`src/hdl/sld_pkg.sv`:
```
// package for the smbus lamp dac control block
// assumes one 20 MHz system clock and an asynchronous active-high reset
package sld_pkg;

    // slave address: fixed upper bits, strap picks the lowest bit
    localparam logic [6:0] ADDR_STRAP_LOW  = 7'h2c;  // 58 hex on the wire
    localparam logic [6:0] ADDR_STRAP_HIGH = 7'h2d;  // 5a hex on the wire

    // power-up dac codes per strap level
    localparam logic [5:0] DAC_RESET_LOW   = 6'h00;
    localparam logic [5:0] DAC_RESET_HIGH  = 6'h20;

    // field positions
    localparam int CMD_SUSPEND_BIT = 7;
    localparam int DATA_CODE_MSB   = 7;
    localparam int DATA_CODE_LSB   = 2;

    // bit counter values
    localparam logic [3:0] BIT_ACK = 4'h8;

    // serial line samples after synchronising
    typedef struct packed {
        logic scl;
        logic sda;
    } sld_line_s;

    // transfer phase
    typedef enum logic [2:0] {
        SLD_IDLE,
        SLD_ADDR,
        SLD_CMD,
        SLD_DATA,
        SLD_DONE
    } sld_phase_e;

endpackage

```
`src/hdl/sld_sync.sv`:
```
// two flip-flop synchroniser for the serial pins and the regulator-off and suspend pins
// assumes asynchronous inputs, one sys_clk domain
module sld_sync (
    // clock and reset
    input  wire logic       sys_clk,
    input  wire logic       reset,
    // raw and synchronised levels
    input  wire logic [3:0] raw,
    output logic      [3:0] synced
);

    logic [3:0] stage;

    genvar i;
    generate
        for (i = 0; i < 4; i++) begin : g_bit
            always_ff @(posedge sys_clk or posedge reset) begin
                if (reset) begin
                    stage[i]  <= 1'b1;
                    synced[i] <= 1'b1;
                end else begin
                    stage[i]  <= raw[i];
                    synced[i] <= stage[i];
                end
            end
        end
    endgenerate

endmodule // sld_sync

```
`src/hdl/sld_top.sv`:
```
// receive-only smbus slave setting a 6-bit lamp dac code and shutdown state
// assumes external pull-ups on the serial lines, scl slower than sys_clk/8
//
// Functional notes
// regulator-off low stops regulator; serial and dac logic keep working
// regulator-off alone leaves stored dac code and dac output unchanged
// suspend pin low shuts down whole chip including regulator
// suspend keeps last dac code and restores it when released
// command byte bit 7 set gives the same suspend as the pin
// any suspend turns on open-drain pull-down on regulator-off pin
// strap low: answer address 58 hex, power up at zero scale
// strap high: answer address 5a hex, power up at half scale
// host keeps regulator-off low until it has written the wanted code
// data bits are sampled at rising edges of the serial clock
// data line released while shifting, pulled low only in acknowledges
// host writes start, address with write zero, command, data
// dac code from data bits 7 down to 2, msb first
// dac code loads at falling edge of the final acknowledge clock
// stop before the data acknowledge leaves dac code unchanged
// a non-matching address is neither acknowledged nor acted on
// regulator runs only with regulator-off high and no suspend
module sld_top (
    // clock and reset
    input  wire logic       sys_clk,
    input  wire logic       reset,
    // serial bus pins
    input  wire logic       scl_in,
    input  wire logic       sda_in,
    output logic            sda_out,
    output logic            sda_oe_n,
    // control pins
    input  wire logic       addr_strap,
    input  wire logic       regulator_off_n_in,
    output logic            regulator_off_n_out,
    output logic            regulator_off_n_oe_n,
    input  wire logic       suspend_n,
    // regulator and dac side
    output logic            regulator_run,
    output logic            chip_active,
    output logic [5:0]      dac_level
);

    logic [3:0]        synced;
    sld_pkg::sld_line_s line;
    sld_pkg::sld_line_s line_d;
    logic              strap_s;
    logic              reg_off_s;
    logic              susp_s;

    sld_sync u_sync (
        .sys_clk (sys_clk),
        .reset   (reset),
        .raw     ({scl_in, sda_in, regulator_off_n_in, suspend_n}),
        .synced  (synced)
    );

    assign line      = {synced[3], synced[2]};
    assign reg_off_s = synced[1];
    assign susp_s    = synced[0];

    // strap passes its own two flip-flops; no reset, so it settles
    // while reset is held and the power-up code sees its final level
    logic strap_m;
    always_ff @(posedge sys_clk) begin
        strap_m <= addr_strap;
        strap_s <= strap_m;
    end

    always_ff @(posedge sys_clk or posedge reset) begin
        if (reset) begin
            line_d <= '1;
        end else begin
            line_d <= line;
        end
    end

    // bus events
    wire scl_rise = line.scl & ~line_d.scl;
    wire scl_fall = ~line.scl & line_d.scl;
    wire start_ev = line.scl & line_d.scl & line_d.sda & ~line.sda;
    wire stop_ev  = line.scl & line_d.scl & ~line_d.sda & line.sda;

    sld_pkg::sld_phase_e phase;
    sld_pkg::sld_phase_e next_phase;
    logic [3:0] bit_cnt;
    logic [7:0] shift;
    logic       ack_on;
    logic       ack_clk;
    logic       cmd_suspend;
    logic [5:0] code;
    logic       init_done;

    wire [6:0] own_addr = strap_s ? sld_pkg::ADDR_STRAP_HIGH
                                  : sld_pkg::ADDR_STRAP_LOW;
    wire [5:0] code_def = strap_s ? sld_pkg::DAC_RESET_HIGH
                                  : sld_pkg::DAC_RESET_LOW;
    wire [7:0] next_shift = {shift[6:0], line.sda};
    wire       byte_in    = scl_rise && bit_cnt == 4'h7;
    wire       addr_ok    = next_shift[7:1] == own_addr
                            && !next_shift[0];
    wire       in_ack     = bit_cnt == sld_pkg::BIT_ACK;
    // ack_clk marks the ninth clock high, so the fall right after
    // bit 8 opens the acknowledge and only the ninth fall ends it
    wire       ack_end    = scl_fall && in_ack && ack_clk;
    wire       load_code  = ack_end && phase == sld_pkg::SLD_DATA;
    wire       load_cmd   = ack_end && phase == sld_pkg::SLD_CMD;
    wire       suspended  = ~susp_s | cmd_suspend;

    always_comb begin
        next_phase = phase;
        if (ack_end) begin
            case (phase)
                sld_pkg::SLD_ADDR: next_phase = sld_pkg::SLD_CMD;
                sld_pkg::SLD_CMD:  next_phase = sld_pkg::SLD_DATA;
                sld_pkg::SLD_DATA: next_phase = sld_pkg::SLD_DONE;
                default:           next_phase = phase;
            endcase
        end
        if (byte_in && phase == sld_pkg::SLD_ADDR && !addr_ok) begin
            next_phase = sld_pkg::SLD_IDLE;
        end
        if (stop_ev) begin
            next_phase = sld_pkg::SLD_IDLE;
        end
        if (start_ev) begin
            next_phase = sld_pkg::SLD_ADDR;
        end
    end

    always_ff @(posedge sys_clk or posedge reset) begin
        if (reset) begin
            phase <= sld_pkg::SLD_IDLE;
        end else begin
            phase <= next_phase;
        end
    end

    // bit counter and shifter; bits taken on scl rising edges
    always_ff @(posedge sys_clk or posedge reset) begin
        if (reset) begin
            bit_cnt <= 4'h0;
            shift   <= 8'h00;
            ack_clk <= 1'b0;
        end else if (start_ev) begin
            bit_cnt <= 4'h0;
            ack_clk <= 1'b0;
        end else if (scl_rise && !in_ack) begin
            shift   <= next_shift;
            bit_cnt <= bit_cnt + 4'h1;
        end else if (scl_rise) begin
            ack_clk <= 1'b1;
        end else if (ack_end) begin
            bit_cnt <= 4'h0;
            ack_clk <= 1'b0;
        end
    end

    // acknowledge drive from the low phase after bit 8 to end of ack
    always_ff @(posedge sys_clk or posedge reset) begin
        if (reset) begin
            ack_on <= 1'b0;
        end else if (start_ev || stop_ev || ack_end) begin
            ack_on <= 1'b0;
        end else if (scl_fall && in_ack && !ack_clk
                     && !ack_on && phase != sld_pkg::SLD_IDLE
                     && phase != sld_pkg::SLD_DONE) begin
            ack_on <= 1'b1;
        end
    end

    // command and dac code registers; code loads once strap is settled
    always_ff @(posedge sys_clk or posedge reset) begin
        if (reset) begin
            cmd_suspend <= 1'b0;
            code        <= 6'h00;
            init_done   <= 1'b0;
        end else begin
            if (!init_done) begin
                code      <= code_def;
                init_done <= 1'b1;
            end else if (load_code) begin
                code <= shift[sld_pkg::DATA_CODE_MSB:
                              sld_pkg::DATA_CODE_LSB];
            end
            if (load_cmd) begin
                cmd_suspend <= shift[sld_pkg::CMD_SUSPEND_BIT];
            end
        end
    end

    // outputs
    always_ff @(posedge sys_clk or posedge reset) begin
        if (reset) begin
            sda_out              <= 1'b0;
            sda_oe_n             <= 1'b1;
            regulator_off_n_out  <= 1'b0;
            regulator_off_n_oe_n <= 1'b1;
            regulator_run        <= 1'b0;
            chip_active          <= 1'b0;
            dac_level            <= 6'h00;
        end else begin
            sda_out              <= 1'b0;
            sda_oe_n             <= ~ack_on;
            regulator_off_n_out  <= 1'b0;
            regulator_off_n_oe_n <= ~suspended;
            regulator_run        <= reg_off_s & ~suspended;
            chip_active          <= ~suspended;
            dac_level            <= suspended ? 6'h00 : code;
        end
    end

    // checks
    a_code_hold_stop: assert property (@(posedge sys_clk) disable iff (reset)
        init_done && !load_code |=> $stable(code))
        else $error("dac code changed without data acknowledge");
    a_reg_off_keep: assert property (@(posedge sys_clk) disable iff (reset)
        !reg_off_s && !suspended |=> dac_level == $past(code))
        else $error("dac level lost while regulator off");
    a_run_gate: assert property (@(posedge sys_clk) disable iff (reset)
        regulator_run |-> $past(reg_off_s) && !$past(suspended))
        else $error("regulator running while off or suspended");
    a_reg_stop: assert property (@(posedge sys_clk) disable iff (reset)
        !reg_off_s |=> !regulator_run)
        else $error("regulator not stopped by regulator-off");
    a_susp_pull: assert property (@(posedge sys_clk) disable iff (reset)
        suspended |=> !regulator_off_n_oe_n && !chip_active)
        else $error("suspend did not pull regulator-off low");
    a_susp_restore: assert property (@(posedge sys_clk) disable iff (reset)
        $fell(suspended) |=> dac_level == $past(code))
        else $error("dac level not restored after suspend");
    a_ack_only: assert property (@(posedge sys_clk) disable iff (reset)
        !sda_oe_n |-> $past(bit_cnt) == sld_pkg::BIT_ACK)
        else $error("data line driven outside acknowledge");
    a_cmd_susp: assert property (@(posedge sys_clk) disable iff (reset)
        load_cmd && shift[7] |=> ##1 !chip_active)
        else $error("command suspend bit ignored");
    a_addr_miss: assert property (@(posedge sys_clk) disable iff (reset)
        byte_in && phase == sld_pkg::SLD_ADDR && !addr_ok && !start_ev
        |=> phase == sld_pkg::SLD_IDLE)
        else $error("foreign address not ignored");
    a_code_load: assert property (@(posedge sys_clk) disable iff (reset)
        load_code && init_done |=> code == $past(shift[7:2]))
        else $error("dac code not loaded from data byte");

endmodule // sld_top

```
`config.mk`:
```
export PLATFORM = sky130hd
export DESIGN_NAME = sld_top
export DESIGN_NICKNAME = d
export VERILOG_FILES = /design/src/hdl/sld_pkg.sv /design/src/hdl/sld_sync.sv /design/src/hdl/sld_top.sv
export SDC_FILE = /design/constraint.sdc
export NUM_CORES = 1
export LEC_CHECK = 0
export BUFFER_PORTS_ARGS = -buffer_cell sky130_fd_sc_hd__buf_2
export CAP_MARGIN = 30
export CORE_MARGIN = 1
export CORE_UTILIZATION = 30
export DETAILED_ROUTE_END_ITERATION = 12
export HOLD_SLACK_MARGIN = 0.1
export PLACE_DENSITY = 0.51
export SYNTH_ARGS = -nofsm -noshare
export SYNTH_HDL_FRONTEND = slang
export SYNTH_HIERARCHICAL = 1
export SYNTH_SLANG_ARGS = --single-unit
```
`constraint.sdc`:
```
create_clock -name sys_clk -period 1.4 [get_ports sys_clk]
set_input_delay 0.14 -clock sys_clk [delete_from_list [all_inputs] [get_ports sys_clk]]
set_output_delay 0.14 -clock sys_clk [all_outputs]
set_load 0.01 [all_outputs]
```
* Word-level counts from Yosys, hierarchy flattened
Index checks and enable logic that the tools add are counted.
Storage, ports and cells: register bits after elaboration 47, input bits 7, output and inout port bits 12, logic and storage cells 103
Operators by class: $add $sub $neg 1, equal/unequal tests 10, muxes and demuxes 20, bitwise operators 17, reductions and logical operators 30
Operators by type and width (count):
- $mux W6 | 4
- $mux W4 | 4
- $logic_and A1 B1 Y1 | 13
- $mux W3 | 4
- $pmux W3 S3 | 1
- $reduce_bool A3 Y1 | 3
- $and A1 B1 Y1 | 8
- $not A1 Y1 | 8
- $reduce_and A2 Y1 | 4
- $eq A7 B6 Y1 | 1
- $mux W1 | 7
- $eq A3 B2 Y1 const B | 2
- $reduce_bool A6 Y1 | 1
- $logic_not A1 Y1 | 5
- $add A4 B1 Y4 const B | 1
- $eq A4 B3 Y1 const B | 1
- $eq A4 B4 Y1 const B | 1
- $reduce_bool A4 Y1 | 1
- $eq A3 B1 Y1 const B | 1
- $ne A3 B1 Y1 const B | 1
- $ne A3 B3 Y1 const B | 1
- $logic_or A1 B1 Y1 | 2
- $ne A2 B1 Y1 const B | 1
- $ne A2 B2 Y1 const B | 1
- other kinds (2) | 2

* Longest topological paths before layout
Gate-level depths: netlist of the first run.
depth in word-level cells 9, depth in mapped cells 7, mapped depth without buffers 6

* Modules after synthesis
The synthesis of the first run kept the hierarchy.
By module, submodules not included:
- sld_top | instances 1, cells each 138, area an instance 1686.6 um^2, sequential area each 970.9 um^2
- sld_sync | instances 1, cells each 9, area an instance 214.0 um^2, sequential area each 210.2 um^2

* Worst setup path after synthesis of the first run
No wires, ideal clock.
path type flip-flop to flip-flop, start register bit_cnt[0], end register cmd_suspend, library setup time 0.127 ns, arrival 1.365 ns, required time 1.273 ns, setup slack -0.093 ns, stages on the path, launching flop included 7, buffers on the path 0, clock period less this slack 1.493 ns, cells stage by stage dfrtp_1 > inv_1 > ha_1 > and3b_1 > nand2_2 > nor2_1 > mux2_1
On the way: word-level cells in the longest chain between the ends 4
RTL lines:
- start: declaration | RTL line sld_top.sv:85 | logic [3:0] bit_cnt;
- start signal: assignment | RTL line sld_top.sv:149 | bit_cnt <= bit_cnt + 4'h1;
- $eq A4 B4 Y1 | RTL line sld_top.sv:101 | wire in_ack = bit_cnt == sld_pkg::BIT_ACK;
- $logic_and A1 B1 Y1 (2 in a row) | RTL line sld_top.sv:104 | wire ack_end = scl_fall && in_ack && ack_clk;
- $logic_and A1 B1 Y1 | RTL line sld_top.sv:106 | wire load_cmd = ack_end && phase == sld_pkg::SLD_CMD;
- end signal: assignment | RTL line sld_top.sv:186 | cmd_suspend <= shift[sld_pkg::CMD_SUSPEND_BIT];
- end: declaration | RTL line sld_top.sv:89 | logic cmd_suspend;
Every way passes these cells. A chain may end at the register's enable or synchronous reset.

* Worst setup path in the final report of the first run
Same ends and word-level chain as after synthesis.

==> results of run 1 <==
cell families (layout without fill, tap and decap cells):
logic type / Yosys count / after routing
muxes: 10 / 10
DFF: 47 / 47
AOI/OAI and AO/OA: 18 / 18
buffers and inverters: 12 / 57
and+or+nand+nor: 51 / 51
xor gates and xnor gates: 5 / 5
other: 2 / 3
adders and majority gates: 2 / 2
registers in the layout, summed over array words and instances (netlist names), 2 cells and up:
| register | flops |
|---|---|
| code | 6 |
| line_d | 2 |
| shift | 8 |
| phase | 3 |
| u_sync/stage | 4 |
| dac_level | 6 |
| u_sync/synced | 4 |
| bit_cnt | 4 |
power groups by stage:
stage	Combinational, µW	Sequential [µW]	Clock (µW)
floorplan	441	1750	0
global placement	662	1770	0
detailed placement	694	1780	0
CTS	736	1760	1040
global route	838	1790	1100
finish	759	1760	1010
per-stage QoR:
| step | util (%) | TNS (ns) | setup WS [ns] | instance area (µm²) | hold WS (ns) |
|---|---|---|---|---|---|
| floorplan | - | -0.318 | -0.0404 | 1910 | 0.144 |
| global placement | 36.1 | -0.361 | -0.0753 | 2170 | 0.244 |
| detailed placement | 36.1 | -1.12 | -0.102 | 2170 | 0.248 |
| CTS | 40.0 | -0.581 | -0.0766 | 2410 | 0.341 |
| global route | 40.6 | -2.06 | -0.131 | 2450 | 0.360 |
| finish | 40.6 | -0.776 | -0.0814 | 2450 | 0.342 |
layer usage:
metal  track usage, %  share of wire (%)  vias up
li1                 -                  -      587
met1             13.9                 47      587
met2             18.8                 47       23
met3             4.00                4.2        7
met4             4.21                1.7        0
met5                0                  0        -
area by class of cell:
cell class	count	area, µm²	area share (%)
clock buffer	5	68.8	2.81
clock inverter	3	46.3	1.89
inverter	7	26.3	1.07
multi-input combinational	89	731	29.8
sequential	47	1180	48.2
tap	75	93.8	3.83
timing repair buffer	42	302	12.3
synth_stat cells, types with 2 or more instances:
cell type,number
nor2_1,8
buf_6,2
buf_4,2
mux2_1,2
xnor2_1,2
mux2_4,7
ha_1,2
o21ai_1,4
nand3_2,4
inv_1,7
dfstp_2,12
xor2_1,3
nor2b_1,2
nand3_1,5
conb_1,2
dfrtp_1,33
dfxtp_1,2
o21ai_2,5
and2_1,7
nand4_1,2
nand2_2,2
nand2_1,12
path summary, 6_finish.rpt:
kind / endpoint / depth (start not counted) / slack (ns) / from
max in group asynchronous: sda_oe_n / 4 / 0.55 / reset
min in group asynchronous: code[5] / 4 / 0.49 / reset
worst min register to register: strap_s / 0 / 0.34 / strap_m
worst max register to register: cmd_suspend / 6 / -0.08 / bit_cnt[0]
worst min-delay path: strap_s / 0 / 0.34 / strap_m
worst max-delay path: cmd_suspend / 6 / -0.08 / bit_cnt[0]
worst max-delay path, stage by stage, from the launching register on:
cell and delay, ns:
dfrtp_1 0.40, inv_1 0.07, ha_2 0.17, and3b_2 0.27
nand2_4 0.08, nor2_4 0.09, mux2_4 0.30
timing repair:
| action | 4_1_cts | 5_1_grt |
|---|---|---|
| hold buffers | 6 | 0 |
| setup endpoints to repair | 18 | 23 |
| endpoints found under the hold margin | 46 | 0 |
| pin swaps | 5 | 5 |
| setup buffers | 1 | 1 |
| resized for setup | 11 | 8 |
==> results.toml, run 1 <==
[placed_design]
dp_cells = 252
dp_hpwl_mm = 2.23
place_congestion = 0.732
portBuffers = 16

[clocking]
path_clk_slew_ns = 0.09
clkLatencyLatePin_ns = 0.30
cts.sinks = 47
root_buffer = "clkbuf_8"
htree_levels = 2
cts_buffers = 5
clk_path_buf_depth = 2
cts_tree = "built"

[synth]
netlist_top_cells_area = "dfrtp_1 43%, dfstp_2 17%, mux2_4 5.5%"
ys.flop_type = "dfrtp_1"
syn_inst = 147
synthXorXnorAreaFrac_pct = 2.30
yosysTopAreaCell = "dfrtp_1"
synth_edf_count = 0
synth_cell_type_count = 42
synth.avg_cell_area_um2 = 12.9
muxShareOfSynthArea_pct = 7.24
ys_warn_count = 6
synth-seq-area-share_pct = 62.1
synth_top_area_share_pct = 43.4
synth_compound_area_share_pct = 6.98
async_reset_ff_share_pct = 95.7
synth_top_family_by_area = "simple AND/OR/NAND/NOR gates"
syn_area_um2 = 1900
synthAdderAreaFrac_pct = 1.32
ys_seq_elements = 47
synthSimpleGateAreaFrac_pct = 16.1

[pwr]
p_sw_share_pct = 27.6
switchingPower_uw = 973
p_seq_share_pct = 49.9
internal_power_uw = 2560
power_frac_comb_pct = 21.5
power_density_nw_per_um2 = 1440
peakVddDrop_mv = 0.555
power.total_uw = 3530
p_leak_uw = 0.00114
clkPwrFrac_pct = 28.6

[timing]
period_minus_slack_ns = 1.48
rsz0062_at_grt = "true"
fin_ws_ns = -0.0814
max_clock_freq_ghz = 0.675
setup_viol = 19
post-route-period-util_pct = 106
final.setup_skew_ns = 0.0129
report.final.slew_viol_count = 0
hold_viol_final = 0

[grt]
grt_antenna_before_repair = 0
grt_max_degree = 38
grt.overflow.total = 0
grt_use_total_pct = 11.5
grt_pass1_vias = 1204
grt_pass1_wl_mm = 5.68

[floorplan]
initial_core_util_pct = 31.5
core_um2 = 6030
std_cell_rows = 28
die_y_um = 81.6
boundaryPins = 19
fp.dieArea_um2 = 6660
dieWidth_um = 81.6

[critical_path]
crit_path_end_kind = "flip-flop"
required_ns = 1.58
path_class = "reg -> reg"
cp-start-kind = "flip-flop"
critPathMaxFanout = 4
critPathArrivalTime_ns = 1.66

[routing]
wire_per_inst_um = 12.4
drtIter0Drc = 71
drc_errors = 0
wirelength_mm = 3.31
vias = 1204
vias_per_cell = 4.49
dr.pass1.iters = 4
ant_nets = 0

[worst_hold_path]
holdCritPathClass = "reg -> reg"

[final_layout]
fill_cells = 590
fin_nets = 201
syn_to_final_growth_pct = 28.8
antennaDiodeCount = 0
layout_commonest_cell = "dfrtp_1"
mostFrequentLayoutCells = "33 x dfrtp_1, 18 x buf_4, 16 x buf_2"
drive_above_1_share_pct = 46.6
final_cell_count_no_fill = 268

[run_status]
status = "finished, violations left"
violations = "negative setup slack"

[run]
maxCapViolCount = 0
Power figures use the tool's default switching activity.
==> run 2, diff against run 1 <==
--- a/config.mk
+++ b/config.mk
@@ -10,8 +10,10 @@
 export CORE_MARGIN = 1
 export CORE_UTILIZATION = 30
 export DETAILED_ROUTE_END_ITERATION = 12
+export GPL_TIMING_DRIVEN = 0
 export HOLD_SLACK_MARGIN = 0.1
 export PLACE_DENSITY = 0.51
+export RECOVER_POWER = 100
 export SYNTH_ARGS = -nofsm -noshare
 export SYNTH_HDL_FRONTEND = slang
 export SYNTH_HIERARCHICAL = 1
==> run 2 against run 1 <==
  * The run still ends with negative setup slack left
  * Worst hold slack worse by 0.0011 ns
  * Fmax hardly changed
  * Worst setup slack better by 0.00099 ns
  * First-iteration DRC count is 32% lower
  * Final cell count is 2.2% lower
  * Sequential share of layout area is 1.9 points higher
  * Non-clock buffer count is 6 lower
  * Largest cell class unchanged
  * Largest power group unchanged
==> results.toml, run 2 (synthesis results as in run 1) <==
[timing]
tightest_slew_ns = 0.602
max_clock_freq_ghz = 0.675
fin_ws_ns = -0.0804
setup_viol = 20
report.final.slew_viol_count = 0
post-route-period-util_pct = 106
period_minus_slack_ns = 1.48
rsz0062_at_grt = "true"
hold_viol_final = 0
final.setup_skew_ns = 0.0129
maxSlewHeadroom_pct = 59.8

[routing]
dr.pass1.iters = 4
drc_errors = 0
wire_per_inst_um = 13.0
ant_nets = 0
vias_per_cell = 4.46
vias = 1168
drtIter0Drc = 48
wirelength_mm = 3.40

[grt]
grt.overflow.total = 0
grt_pass1_wl_mm = 5.64
grt_pass1_vias = 1213
grt_use_total_pct = 11.5
grt_antenna_before_repair = 0
grt_max_degree = 24

[run]
maxCapViolCount = 0

[critical_path]
r2r_slack_ns = -0.08
cp-start-kind = "flip-flop"
critPathArrivalTime_ns = 1.66
critical_path.endpoint = "shift[3]"
critPathLaunch = "bit_cnt[1]"
crit_buf_inv = 2
cp_slowest_cell = "dfrtp_1"
crit_chain = "inv_1, ha_1, nand3b_1, nand2_2, buf_8, mux2_4"
r2r-start = "bit_cnt[1]"
rr_worst_depth = 6
crit_path_end_kind = "flip-flop"
critPathMaxFanout = 8
required_ns = 1.58
r2r_end = "shift[3]"
path_class = "reg -> reg"
crit_family = "flip-flops"
cp.depth = 6
critPathMaxStageDelay_ns = 0.41

[clocking]
clkLatencyLatePin_ns = 0.30
cts_buffers = 5
root_buffer = "clkbuf_8"
clk_path_buf_depth = 2
cts_tree = "built"
cts.sinks = 47
htree_levels = 2
path_clk_slew_ns = 0.09

[final_layout]
layout_commonest_cell = "dfrtp_1"
finish.utilization_pct = 39.1
final_cell_count_no_fill = 262
antennaDiodeCount = 0
largest_reg_flops = 8
syn_to_final_growth_pct = 23.9
fill_cells = 588
mostFrequentLayoutCells = "33 x dfrtp_1, 12 x dfstp_2, 11 x nand2_1, 11 x clkbuf_1, 9 x buf_4"
regMostFlops = "shift"
drive_above_1_share_pct = 36.4
top_regs = "shift x8, code x6, dac_level x6"
fin_nets = 195

[pwr]
internal_power_uw = 2490
power_frac_comb_pct = 19.0
clkPwrFrac_pct = 29.4
switchingPower_uw = 965
p_sw_share_pct = 27.9
power_density_nw_per_um2 = 1470
peakVddDrop_mv = 0.551
p_seq_share_pct = 51.6
p_leak_uw = 0.00107

[floorplan]
core_um2 = 6030
die_y_um = 81.6
boundaryPins = 19
fp.dieArea_um2 = 6660
std_cell_rows = 28
dieWidth_um = 81.6
initial_core_util_pct = 31.5

[placed_design]
portBuffers = 16
place_congestion = 0.797
dp_hpwl_mm = 2.23
dp_cells = 240

[worst_hold_path]
holdCritPathClass = "reg -> reg"

[run_status]
violations = "negative setup slack"
status = "finished, violations left"
[run 2: changes by cell type in the layout (fill, tap and decap cells not counted), moves of 2 or more]
| cell | change |
|---|---|
| buf_2 | -11 |
| clkbuf_1 | +11 |
| and2_1 | -6 |
| nand2_4 | -2 |
| buf_4 | -9 |
| and2_0 | +6 |
[run 2: power groups by stage]
| stage | registers [µW] | logic [µW] | clock network, µW |
|---|---|---|---|
| final | 1780 | 658 | 1020 |
| after global routing | 1820 | 721 | 1110 |
| after CTS | 1780 | 652 | 1050 |
| after detailed placement | 1810 | 542 | 0 |
| after global placement | 1790 | 508 | 0 |
| after floorplan | 1750 | 441 | 0 |
[run 2: through the flow]
stage          setup WS (ns)  area [µm²]  TNS (ns)  power [µW]  hold slack (ns)
2_1_floorplan        -0.0404        1910    -0.318        2190            0.144
3_3_place_gp          -0.169        2080     -3.02        2300            0.244
3_5_place_dp          -0.220        2110     -2.70        2360            0.246
4_1_cts              -0.0759        2380    -0.845        3480            0.341
5_1_grt               -0.149        2350     -2.69        3650            0.360
6_report             -0.0804        2350    -0.934        3460            0.341
[run 2: area by class of cell]
cell class / count / area (µm²) / share of cell area (%)
Clock inverter: 3 / 47.5 / 2.02
Inverter: 7 / 26.3 / 1.12
Buffer: 5 / 45.0 / 1.91
Tap cell: 75 / 93.8 / 3.99
Clock buffer: 5 / 68.8 / 2.92
Multi-Input combinational cell: 89 / 694 / 29.5
Timing Repair Buffer: 31 / 198 / 8.40
Sequential cell: 47 / 1180 / 50.2
[run 2: how the worst min path moves through the flow]
| stage | startpoint | end | slack (ns) | cells after the start |
|---|---|---|---|---|
| final | strap_m | strap_s | 0.34 | 0 |
| after global routing | strap_m | strap_s | 0.36 | 0 |
| after CTS | strap_m | strap_s | 0.34 | 0 |
| after detailed placement | addr_strap | strap_m | 0.25 | 1 |
| after global placement | addr_strap | strap_m | 0.24 | 1 |
| after floorplan | suspend_n | u_sync/stage[0] | 0.14 | 0 |
[run 2: per-layer routing]
metal  share of wire [%]  global-route usage, %  up-vias  wire [µm]
met5                   0                      0        -          0
met1                  44                   13.2      561       1490
li1                    -                      -      572          -
met4                 1.9                   5.61        0         63
met3                 4.5                   3.89        6        154
met2                  50                   19.0       29       1690
[run 2: what timing repair did]
item / in CTS / in global routing
gates resized for setup: 8 / 3
setup buffers: 8 / 0
hold endpoints to repair: 24 / 0
endpoints found under the setup margin: 20 / 24
pin swaps: 5 / 3
hold buffers: 6 / 0
